`src/lsm_consts.vh`:
```
// Constants for the load/store and multiple-transfer unit
`ifndef LSM_CONSTS_VH
`define LSM_CONSTS_VH
// Operation codes on opCode
`define OP_LOAD_WORD 4'h0
`define OP_LOAD_BYTE_ZX 4'h1
`define OP_LOAD_HALF_ZX 4'h2
`define OP_LOAD_BYTE_SX 4'h3
`define OP_LOAD_HALF_SX 4'h4
`define OP_STORE_WORD 4'h5
`define OP_STORE_BYTE 4'h6
`define OP_STORE_HALF 4'h7
`define OP_LOAD_LITERAL 4'h8
`define OP_LOAD_MULTIPLE 4'h9
`define OP_STORE_MULTIPLE 4'ha
`define OP_PUSH 4'hb
`define OP_POP 4'hc
// Address step and literal reach
`define WORD_BYTES 32'h00000004
`define LITERAL_MAX_OFFSET 32'h000003fc
// Byte strobes
`define STORE_BYTE_OP_WORD 4'hf
`define STORE_BYTE_OP_HALF 4'h3
`define STORE_BYTE_OP_BYTE 4'h1
// Register numbers
`define REG_SP 4'hd
`define REG_LR 4'he
`define REG_PC 4'hf
`endif

```
`src/load_store_multiple_unit.v`:
```
// Load/store, multiple-transfer and stack push/pop execution unit
`timescale 1ns/1ps
`default_nettype none
`include "lsm_consts.vh"

module load_store_multiple_unit #(
  parameter ADDR_W = 32
) (
  // Clock and reset
  input wire sys_clk,
  input wire rst,
  // Instruction issue
  input wire issueValid,
  output wire issueReady,
  input wire [3:0] opCode,
  input wire [2:0] transferReg,
  input wire [2:0] baseReg,
  input wire [2:0] offsetReg,
  input wire [9:0] literalOffset,
  input wire [7:0] regList,
  input wire listExtra,
  input wire writeBack,
  input wire [31:0] programCounter,
  input wire [31:0] stackPointer,
  // Register file read ports
  output wire [3:0] readAddrA,
  input wire [31:0] readDataA,
  output wire [3:0] readAddrB,
  input wire [31:0] readDataB,
  // Register file write port
  output reg rfWriteEn,
  output reg [3:0] rfWriteAddr,
  output reg [31:0] rfWriteData,
  // Data bus
  output reg memReq,
  output reg memWrite,
  output reg [ADDR_W-1:0] memAddr,
  output reg [3:0] memStrobe,
  output reg [31:0] memWdata,
  input wire memAck,
  input wire [31:0] memRdata,
  // Completion, branch and fault
  output reg doneOut,
  output reg branchOut,
  output reg [31:0] branchTarget,
  output reg thumbBit,
  output reg faultOut,
  output wire flagsWriteEn
);

  ////////////////////////////////////////////////////////////////////////
  // States, one-hot
  localparam [4:0] ST_IDLE = 5'b00001;
  localparam [4:0] ST_READ = 5'b00010;
  localparam [4:0] ST_BUS = 5'b00100;
  localparam [4:0] ST_FIN = 5'b01000;
  // Gap between list words, so port A can follow the next register
  localparam [4:0] ST_NEXT = 5'b10000;

  reg [4:0] state_r;
  reg [3:0] op_r;
  reg [2:0] xfer_r;
  reg [2:0] base_r;
  reg [2:0] offs_r;
  reg [9:0] lit_r;
  reg [8:0] list_r;
  reg wb_r;
  reg [31:0] addr_r;
  reg [31:0] endSp_r;
  reg pcLoaded_r;
  reg [31:0] pcVal_r;
  // Store source, read at issue since both ports form the address later
  reg [31:0] storeData_r;

  // Lowest set bit of a 9-bit list, bit 8 stands for LR or PC
  function [3:0] lowestBit;
    input [8:0] l;
    integer i;
    begin
      lowestBit = 4'h0;
      for (i = 8; i >= 0; i = i - 1)
        if (l[i])
          lowestBit = i[3:0];
    end
  endfunction

  function [3:0] countBits;
    input [8:0] l;
    integer i;
    begin
      countBits = 4'h0;
      for (i = 0; i < 9; i = i + 1)
        countBits = countBits + {3'h0, l[i]};
    end
  endfunction

  // Size of a transfer in low address bits that must be zero
  function [1:0] alignMask;
    input [3:0] op;
    begin
      case (op)
        `OP_LOAD_BYTE_ZX, `OP_LOAD_BYTE_SX, `OP_STORE_BYTE: alignMask = 2'b00;
        `OP_LOAD_HALF_ZX, `OP_LOAD_HALF_SX, `OP_STORE_HALF: alignMask = 2'b01;
        default: alignMask = 2'b11;
      endcase
    end
  endfunction

  ////////////////////////////////////////////////////////////////////////
  // Decode of latched operation
  wire isMulti = (op_r == `OP_LOAD_MULTIPLE) || (op_r == `OP_STORE_MULTIPLE) ||
    (op_r == `OP_PUSH) || (op_r == `OP_POP);
  wire isStore = (op_r == `OP_STORE_WORD) || (op_r == `OP_STORE_BYTE) || (op_r == `OP_STORE_HALF) ||
    (op_r == `OP_STORE_MULTIPLE) || (op_r == `OP_PUSH);
  wire [3:0] curReg = lowestBit(list_r);
  // Register number of list slot 8 depends on push or pop
  wire [3:0] curRegNum = (curReg == 4'h8) ? ((op_r == `OP_PUSH) ? `REG_LR : `REG_PC) : curReg;

  // Port A: base register, or the list register to store next
  assign readAddrA = (state_r == ST_READ) ? {1'b0, base_r} : curRegNum;
  // Port B: store source at issue, then offset or first list register
  assign readAddrB = (state_r == ST_IDLE) ? {1'b0, transferReg} :
    ((state_r == ST_READ) && !isMulti) ? {1'b0, offs_r} : curRegNum;
  assign issueReady = (state_r == ST_IDLE);
  // Flags never written by this unit
  assign flagsWriteEn = 1'b0;

  wire [31:0] effAddr = readDataA + readDataB;
  wire [31:0] litAddr = {programCounter[31:2], 2'b00} + {22'h0, lit_r};
  wire [31:0] pushCount = {28'h0, countBits(list_r)} << 2;
  // First bus address of every kind of transfer, and the next word up
  wire [31:0] firstAddr = (op_r == `OP_PUSH) ? stackPointer - pushCount :
    (op_r == `OP_POP) ? stackPointer : isMulti ? readDataA :
    (op_r == `OP_LOAD_LITERAL) ? litAddr : effAddr;
  wire [31:0] nextAddr = addr_r + `WORD_BYTES;

  // Load data extraction by lane, little endian
  reg [31:0] loadVal;
  always @*
  begin
    loadVal = memRdata;
    case (op_r)
      `OP_LOAD_BYTE_ZX: loadVal = {24'h0, memRdata[8*addr_r[1:0] +: 8]};
      `OP_LOAD_BYTE_SX: loadVal = {{24{memRdata[8*addr_r[1:0]+7]}}, memRdata[8*addr_r[1:0] +: 8]};
      `OP_LOAD_HALF_ZX: loadVal = {16'h0, memRdata[16*addr_r[1] +: 16]};
      `OP_LOAD_HALF_SX: loadVal = {{16{memRdata[16*addr_r[1]+15]}}, memRdata[16*addr_r[1] +: 16]};
      default: loadVal = memRdata;
    endcase
  end

  ////////////////////////////////////////////////////////////////////////
  // Main sequencer
  always @(posedge sys_clk)
  begin
    if (rst)
    begin
      state_r <= ST_IDLE;
      op_r <= 4'h0;
      xfer_r <= 3'h0;
      base_r <= 3'h0;
      offs_r <= 3'h0;
      lit_r <= 10'h0;
      list_r <= 9'h0;
      wb_r <= 1'b0;
      addr_r <= 32'h0;
      endSp_r <= 32'h0;
      pcLoaded_r <= 1'b0;
      pcVal_r <= 32'h0;
      storeData_r <= 32'h0;
      rfWriteEn <= 1'b0;
      rfWriteAddr <= 4'h0;
      rfWriteData <= 32'h0;
      memReq <= 1'b0;
      memWrite <= 1'b0;
      memAddr <= {ADDR_W{1'b0}};
      memStrobe <= 4'h0;
      memWdata <= 32'h0;
      doneOut <= 1'b0;
      branchOut <= 1'b0;
      branchTarget <= 32'h0;
      thumbBit <= 1'b1;
      faultOut <= 1'b0;
    end
    else
    begin
      rfWriteEn <= 1'b0;
      doneOut <= 1'b0;
      branchOut <= 1'b0;
      faultOut <= 1'b0;
      case (state_r)
        ST_IDLE:
        begin
          if (issueValid)
          begin
            op_r <= opCode;
            xfer_r <= transferReg;
            base_r <= baseReg;
            offs_r <= offsetReg;
            lit_r <= {literalOffset[9:2], 2'b00};
            // Slot 8 only exists for push and pop
            list_r <= {listExtra & ((opCode == `OP_PUSH) || (opCode == `OP_POP)), regList};
            storeData_r <= readDataB;
            wb_r <= writeBack;
            pcLoaded_r <= 1'b0;
            state_r <= ST_READ;
          end
        end
        ST_READ:
        begin
          // Compute first address; register-offset single transfers check alignment, literal loads do not
          state_r <= ST_BUS;
          memReq <= 1'b1;
          memWrite <= isStore;
          if (op_r == `OP_PUSH)
          begin
            addr_r <= stackPointer - pushCount;
            endSp_r <= stackPointer - pushCount;
          end
          else if (op_r == `OP_POP)
          begin
            addr_r <= stackPointer;
            endSp_r <= stackPointer + pushCount;
          end
          else if (isMulti)
          begin
            addr_r <= readDataA;
            endSp_r <= readDataA + pushCount;
          end
          else if (op_r == `OP_LOAD_LITERAL)
            addr_r <= litAddr;
          else
          begin
            addr_r <= effAddr;
            if ((effAddr[1:0] & alignMask(op_r)) != 2'b00)
            begin
              // Split transfers are not supported, so abandon
              memReq <= 1'b0;
              faultOut <= 1'b1;
              doneOut <= 1'b1;
              state_r <= ST_IDLE;
            end
          end
          memAddr <= firstAddr[ADDR_W-1:0];
          // Loads get size strobes too, so the bus shows the lanes in use
          memStrobe <= (alignMask(op_r) == 2'b00) ? (`STORE_BYTE_OP_BYTE << effAddr[1:0]) :
            (alignMask(op_r) == 2'b01) ? (`STORE_BYTE_OP_HALF << {effAddr[1], 1'b0}) : `STORE_BYTE_OP_WORD;
          memWdata <= isMulti ? readDataB :
            (op_r == `OP_STORE_BYTE) ? {4{storeData_r[7:0]}} :
            (op_r == `OP_STORE_HALF) ? {2{storeData_r[15:0]}} : storeData_r;
        end
        ST_BUS:
        begin
          if (memAck)
          begin
            memReq <= 1'b0;
            if (!isStore)
            begin
              rfWriteEn <= 1'b1;
              rfWriteAddr <= isMulti ? curRegNum : {1'b0, xfer_r};
              rfWriteData <= loadVal;
              if (isMulti && curRegNum == `REG_PC)
              begin
                rfWriteEn <= 1'b0;
                pcLoaded_r <= 1'b1;
                pcVal_r <= memRdata;
              end
            end
            if (isMulti && (list_r & ~(9'h001 << curReg)) != 9'h0)
            begin
              // Next register, next word up
              list_r <= list_r & ~(9'h001 << curReg);
              addr_r <= nextAddr;
              memAddr <= nextAddr[ADDR_W-1:0];
              state_r <= ST_NEXT;
            end
            else
              state_r <= ST_FIN;
          end
        end
        ST_NEXT:
        begin
          // Port A now shows the next list register
          memReq <= 1'b1;
          memWdata <= readDataA;
          state_r <= ST_BUS;
        end
        ST_FIN:
        begin
          state_r <= ST_IDLE;
          doneOut <= 1'b1;
          if (op_r == `OP_PUSH || op_r == `OP_POP)
          begin
            rfWriteEn <= 1'b1;
            rfWriteAddr <= `REG_SP;
            rfWriteData <= endSp_r;
          end
          else if (isMulti && wb_r)
          begin
            rfWriteEn <= 1'b1;
            rfWriteAddr <= {1'b0, base_r};
            rfWriteData <= endSp_r;
          end
          if (pcLoaded_r)
          begin
            branchOut <= 1'b1;
            branchTarget <= {pcVal_r[31:1], 1'b0};
            thumbBit <= pcVal_r[0];
            faultOut <= ~pcVal_r[0];
          end
        end
        default: state_r <= ST_IDLE;
      endcase
    end
  end

endmodule // load_store_multiple_unit
`default_nettype wire

```
`config.mk`:
```
export PLATFORM = sky130hd
export DESIGN_NAME = load_store_multiple_unit
export DESIGN_NICKNAME = d
export VERILOG_FILES = /design/src/load_store_multiple_unit.v
export VERILOG_INCLUDE_DIRS = /design/src
export SDC_FILE = /design/constraint.sdc
export NUM_CORES = 1
export LEC_CHECK = 0
export BUFFER_PORTS_ARGS = -buffer_cell sky130_fd_sc_hd__buf_4
export CAP_MARGIN = 20
export CORE_AREA = 4 4 217 177
export CTS_CLUSTER_DIAMETER = 120
export CTS_CLUSTER_SIZE = 14
export DETAILED_ROUTE_END_ITERATION = 6
export DIE_AREA = 0 0 221 181
export MAX_ROUTING_LAYER = met4
export PLACE_DENSITY = 0.77
export SLEW_MARGIN = 40
export SYNTH_ARGS = -nofsm -noshare
export SYNTH_HDL_FRONTEND = slang
export SYNTH_SLANG_ARGS = --single-unit
```
`constraint.sdc`:
```
create_clock -name sys_clk -period 4.9 [get_ports sys_clk]
set_clock_uncertainty 0.05 [all_clocks]
set_input_delay 0.735 -clock sys_clk [delete_from_list [all_inputs] [get_ports sys_clk]]
set_output_delay 0.735 -clock sys_clk [all_outputs]
set_load 0.03 [all_outputs]
```
# [Word-level counts from Yosys, hierarchy flattened]
# Cells that the tools add are included.
[word_totals] ram_bits=0 output_inout_bits=153 inputBits=197 latch_bits=0 word_cells=214 register_bits=275 romBits=0 n_memories=0
[classes] n_eq_ne=28 n_addsub=16 n_bitwise=7 shifts=5 n_reduce_logical=36 div=0 mux=95 n_mul=0 magnitude_cmp=2
[ops] op="32-bit two-way mux" count=16
[ops] op="32-bit one-hot mux with 2 select lines" count=3
[ops] op="32-bit one-hot mux with 4 select lines" count=1
[ops] op="4-bit two-way mux" count=20
[ops] op="32-bit by 6-bit adder with 32-bit output" count=2
[ops] op="4-bit equality test (second input constant)" count=9
[ops] op="32-bit by 10-bit adder with 32-bit output" count=1
[ops] op="32-bit by 3-bit adder with 32-bit output (second input constant)" count=1
[ops] op="32-bit adder" count=1
[ops] op="32-bit by 6-bit indexed part select with 16-bit output" count=1
[ops] op="32-bit by 6-bit indexed part select with 8-bit output" count=1
[ops] op="32-bit by 6-bit subtractor with 32-bit output" count=1
[ops] op="9-bit two-way mux" count=3
[ops] op="1-bit two-way mux" count=25
[ops] op="4-bit by 1-bit adder with 4-bit output" count=5
[ops] op="5-bit one-hot mux with 4 select lines" count=1
[ops] op="9-bit one-hot mux with 2 select lines" count=1
[ops] op="4-bit by 3-bit equality test with 1-bit output (second input constant)" count=4
[ops] op="2-bit two-way mux" count=8
[ops] op="3-bit two-way mux" count=5
[ops] op="5-bit two-way mux" count=3
[ops] op="6-bit less-than comparator (second input constant)" count=2
[ops] op="4-bit AND reduction" count=3
[ops] op="1-bit binary-select mux with 5-bit select" count=2
[ops] op="39 further kinds" count=70

# [Longest topological paths before layout]
[logic_depth] word_depth=17 mapped_depth=20 mapped_depth_nobuf=18

# [Worst setup path before layout]
# Ideal clock, no wire load.
[synth_path] kind="reg2reg" from="register list_r[0]" to="register endSp_r[14]" synth_period_minus_slack_ps=5394 setup_slack_ps=-494 required_time_ps=4777 arrival_ps=5270 setup_time_ps=73 stages_incl_launch_ff=16 path_cell_list="dfxtp_1 > clkbuf_1 > inv_1 > fa_1 > fa_1 > fa_1 > fa_1 > fa_1 > fa_1 > maj3_2 > o21ba_1 > buf_2 > or4_4 > o211a_1 > o311a_1 > nor3_2"
[synth_between] elab_chain_cells=12
[synth_lines] element="start: declaration" line="load_store_multiple_unit.v:66" text="reg [8:0] list_r;"
[synth_lines] element="start signal: assignment" line="load_store_multiple_unit.v:201" text="list_r <= {listExtra & ((opCode == `OP_PUSH) || (opCode == `OP_POP)), regList};"
[synth_lines] element="start signal: assignment" line="load_store_multiple_unit.v:271" text="list_r <= list_r & ~(9'h001 << curReg);"
[synth_lines] element="1-bit by 1-bit adder with 2-bit output (*)" line="load_store_multiple_unit.v:93" text="countBits = countBits + {3'h0, l[i]};"
[synth_lines] element="2-bit by 1-bit adder with 3-bit output (*)" line="load_store_multiple_unit.v:93"
[synth_lines] element="3-bit by 1-bit adder with 4-bit output (*)" line="load_store_multiple_unit.v:93"
[synth_lines] element="4-bit by 1-bit adder with 4-bit output (*) (5 in a row)" line="load_store_multiple_unit.v:93"
[synth_lines] element="32-bit by 6-bit adder with 32-bit output" line="load_store_multiple_unit.v:227" text="endSp_r <= readDataA + pushCount;"
[synth_lines] element="32-bit two-way mux" line="load_store_multiple_unit.v:224" text="else if (isMulti)"
[synth_lines] element="32-bit two-way mux" line="load_store_multiple_unit.v:219" text="else if (op_r == `OP_POP)"
[synth_lines] element="32-bit two-way mux (*)" line="load_store_multiple_unit.v:214" text="if (op_r == `OP_PUSH)"
[synth_lines] element="end signal: assignment" line="load_store_multiple_unit.v:217" text="endSp_r <= stackPointer - pushCount;"
[synth_lines] element="end signal: assignment" line="load_store_multiple_unit.v:222" text="endSp_r <= stackPointer + pushCount;"
[synth_lines] element="end signal: assignment" line="load_store_multiple_unit.v:227"
[synth_lines] element="end: declaration" line="load_store_multiple_unit.v:69" text="reg [31:0] endSp_r;"
# Mark *: on every way between the ends. The rest lies on a longest branch, timed or not. The select of a mux whose other input is x is not followed.
# A chain may end at the register's enable or synchronous reset.

# [Worst setup path after layout]
[layout_path] from="register list_r[0]" to="register addr_r[29]"
[layout_between] elab_chain_cells=11
[layout_lines] element="1-bit by 1-bit adder with 2-bit output" line="load_store_multiple_unit.v:93"
[layout_lines] element="2-bit by 1-bit adder with 3-bit output" line="load_store_multiple_unit.v:93"
[layout_lines] element="3-bit by 1-bit adder with 4-bit output" line="load_store_multiple_unit.v:93"
[layout_lines] element="4-bit by 1-bit adder with 4-bit output (5 in a row)" line="load_store_multiple_unit.v:93"
[layout_lines] element="32-bit by 6-bit subtractor with 32-bit output" line="load_store_multiple_unit.v:216" text="addr_r <= stackPointer - pushCount;"
[layout_lines] element="32-bit two-way mux" line="load_store_multiple_unit.v:214"
[layout_lines] element="32-bit one-hot mux with 2 select lines" line="load_store_multiple_unit.v:190" text="case (state_r)"
[layout_lines] element="end signal: assignment" line="load_store_multiple_unit.v:216"
[layout_lines] element="end signal: assignment" line="load_store_multiple_unit.v:221" text="addr_r <= stackPointer;"
[layout_lines] element="end signal: assignment" line="load_store_multiple_unit.v:226" text="addr_r <= readDataA;"
[layout_lines] element="end: declaration" line="load_store_multiple_unit.v:68" text="reg [31:0] addr_r;"
# Parallel ways exist; a longest one is shown, timed or not.

==> impl_metrics.json <==
{
  "rows": 63,
  "drt_pass1_iterations": 7,
  "clkLatencyLatePin_ns": 0.56,
  "syn_inst": 2527,
  "final_common_cell": "buf_4",
  "clkSinkCount": 275,
  "synthFlopType": "dfxtp_1",
  "tns_ns": -1.90,
  "peakVddDrop_v": 0.000244,
  "violations": "negative setup slack",
  "comb_power_share": 0.278,
  "place_area_mm2": 0.0217,
  "die_h_um": 181,
  "postSynthAreaPerCell_um2": 7.23,
  "drv_slew": 0,
  "synth.distinct_cells": 81,
  "finalSetupViolCount": 23,
  "cts_hold_buf": 0,
  "grt_max_degree": 81,
  "critPathKind": "flip-flop to flip-flop",
  "clockBufferDepth": 3,
  "yosys-top-cells-area": "dfxtp_1 30%, nand2_1 8.5%, a21oi_1 8.2%",
  "worstPathMaxFanout": 5,
  "p_leak_nw": 9.17,
  "finalHoldViolations": 0,
  "die_w_um": 221,
  "synthArstFlopShare": 0,
  "switchingPower_mw": 1.91,
  "multi_input_area_mm2": 0.0125,
  "drt_iter0_drc": 3439,
  "seqCellArea_mm2": 0.00551,
  "r2r_end": "addr_r[29]$_SDFFE_PP0P_",
  "fin_ws_ns": -0.168,
  "grt_pass1_vias": 20100,
  "grt_usage": 0.415,
  "holdCritPathClass": "primary input to flip-flop",
  "synth_warnings": 0,
  "antenna_found_initial": 5,
  "post-route-cell-area_mm2": 0.0231,
  "hp-start": "literalOffset[6]",
  "core_area_mm2": 0.0364,
  "syn_area_mm2": 0.0183,
  "grt_pass1_wl_um": 127000,
  "synth_edf_count": 0,
  "r2r_cells": 17,
  "tritoncts": "yes",
  "maxCapViolCount": 0,
  "num-fill-cells": 3307,
  "grt_overflow_total": 0,
  "synth_top_area_frac": 0.301,
  "start_util": 0.502,
  "internal-power_mw": 3.69,
  "power_density_mw_per_mm2": 243,
  "cts_buffers": 23,
  "gp_congestion": 1.06,
  "antenna_left": 0,
  "pwr-share-clk": 0.304,
  "status": "complete, but fails checks",
  "worstSetupStartpointType": "flip-flop",
  "drc_errors": 0,
  "min_path_cells": 3,
  "viasPerCell": 6.68,
  "pwr-share-seq": 0.418,
  "arrival_ns": 5.51,
  "area_delta_synth_final_pct": 26.2,
  "drive_gt1_frac": 0.226,
  "wl_per_cell_um": 26.1,
  "path_clk_slew_ns": 0.08,
  "rsz0062_at_grt": "yes",
  "worst-r2r-setup-slack_ns": -0.17,
  "cts-root-buf": "clkbuf_16",
  "fmax_mhz": 197,
  "tightest_slew_ns": 0.971,
  "yosysTopAreaCell": "dfxtp_1",
  "period_share": 1.03,
  "ys_ff_latch": 275,
  "io_buffer_count": 343,
  "h-tree-depth": 1,
  "r2r-start": "list_r[0]$_SDFFE_PP0P_",
  "wl_um": 86700,
  "finalCriticalPeriod_ns": 5.07,
  "p_sw_frac": 0.341,
  "worstPathRequired_ns": 5.34,
  "vias": 22200,
  "ioPinCount": 350,
  "worst_setup_path_end_kind": "flip-flop",
  "mostFrequentLayoutCells": "460 x buf_4, 414 x nand2_1, 292 x a21oi_1",
  "dieArea_mm2": 0.0400,
  "slew_headroom": 0.353,
  "hold_path_end": "lit_r[6]$_SDFFE_PP0P_",
  "seq_area_frac_synth": 0.301,
  "hpwlAfterDp_um": 65900,
  "finalNetCount": 3080
}
-- per-layer routing --
layer | GRT usage | wire length (um) | vias up
met5 | - | 0 | -
met4 | 0.115 | 3160 | 0
met3 | 0.140 | 12700 | 233
met2 | 0.578 | 35500 | 1639
met1 | 0.575 | 35300 | 10500
li1 | - | - | 9770
-- worst max-delay path, stage by stage, from the launching register on --
cell and delay (ns):
dfxtp_2 0.34, inv_2 0.05, fa_1 0.51, fa_1 0.53, fa_1 0.43, fa_2 0.38
fa_2 0.59, ha_1 0.24, nor2b_4 0.14, o211ai_1 0.22, o211ai_1 0.17, buf_6 0.18
buf_4 0.16, or4_4 0.42, a21oi_2 0.21, a211oi_2 0.07, o21ai_1 0.15, o211a_1 0.17
-- repair_timing --
action | in CTS | in global routing
pin swaps | 18 | 36
gates resized for setup | 40 | 79
gates cloned | 1 | 1
buffers inserted | 7 | 13
setup endpoints to repair | 46 | 47
-- cells by family (layout without fill, tap and decap cells) --
group,after synthesis,after routing,synth area share
AO/OA/AOI/OAI,772,773,0.273
XOR/XNOR,99,99,0.0474
adder cells (fa/ha/maj),64,64,0.0466
buffers and inverters,250,547,0.0528
flip-flops,275,275,0.301
multiplexers,41,41,0.0237
other,1,7,0.000205
AND/OR/NAND/NOR,1025,1025,0.255
-- power groups by stage --
| stage | Combinational (mW) | Clock (mW) | Sequential [mW] |
|---|---|---|---|
| 6_report | 1.56 | 1.70 | 2.34 |
| 2_1_floorplan | 0.772 | 0 | 2.39 |
| 5_1_grt | 1.63 | 1.79 | 2.34 |
| 3_5_place_dp | 1.40 | 0 | 2.39 |
| 4_1_cts | 1.43 | 1.72 | 2.33 |
| 3_3_place_gp | 1.39 | 0 | 2.38 |
-- final cells by class --
cell class | count | share of cell area
timing repair buffer | 471 | 0.156
sequential | 275 | 0.239
multi-input combinational | 2004 | 0.543
tap | 487 | 0.0264
inverter | 51 | 0.00830
clock inverter | 2 | 0.00119
clock buffer | 23 | 0.0250
antenna | 5 | 0.000543
-- registers in the layout, summed over array words and instances, names as in the netlist, 4 cells and up --
signal        cells
addr_r           32
endSp_r          32
memWdata         32
pcVal_r          32
rfWriteData      32
storeData_r      32
branchTarget     31
list_r            9
lit_r             8
state_r           5
memStrobe         4
op_r              4
rfWriteAddr       4
-- synthesized netlist by cell type, drive strengths merged (32+ instances only) --
| cell type | instances |
|---|---|
| nand3 | 48 |
| dfxtp | 275 |
| xnor2 | 64 |
| a21oi | 298 |
| nand2 | 416 |
| nor3 | 97 |
| inv | 51 |
| a211oi | 67 |
| mux2i | 32 |
| ha | 48 |
| clkbuf | 177 |
| xor2 | 35 |
| nor2 | 255 |
| nand4 | 36 |
| o21ai | 100 |
| a221oi | 38 |
-- worst max-delay path by stage --
stage	slack (ns)	cells past startpoint	endpoint	start
after detailed placement	-0.33	16	addr_r[25]$_SDFFE_PP0P_	list_r[3]$_SDFFE_PP0P_
after floorplan	-0.09	15	endSp_r[14]$_SDFFE_PP0P_	list_r[0]$_SDFFE_PP0P_
final	-0.17	17	addr_r[29]$_SDFFE_PP0P_	list_r[0]$_SDFFE_PP0P_
after global placement	-0.24	16	addr_r[25]$_SDFFE_PP0P_	list_r[3]$_SDFFE_PP0P_
after global routing	-0.32	17	addr_r[29]$_SDFFE_PP0P_	list_r[0]$_SDFFE_PP0P_
after CTS	-0.13	17	addr_r[29]$_SDFFE_PP0P_	list_r[0]$_SDFFE_PP0P_
-- through the flow --
step                instances  power [mW]  worst slack [ns]  utilization  hold WS, ns
global placement         3268        3.77            -0.242        0.595        0.384
CTS                      3300        5.48            -0.133        0.618        0.344
global route             3317        5.76            -0.316        0.633        0.366
detailed placement       3268        3.79            -0.327        0.596        0.384
floorplan                2528        3.16           -0.0871            -        0.366
finish                   3318        5.60            -0.168        0.633        0.363
Note: power is estimated with default switching activity, not from simulation.
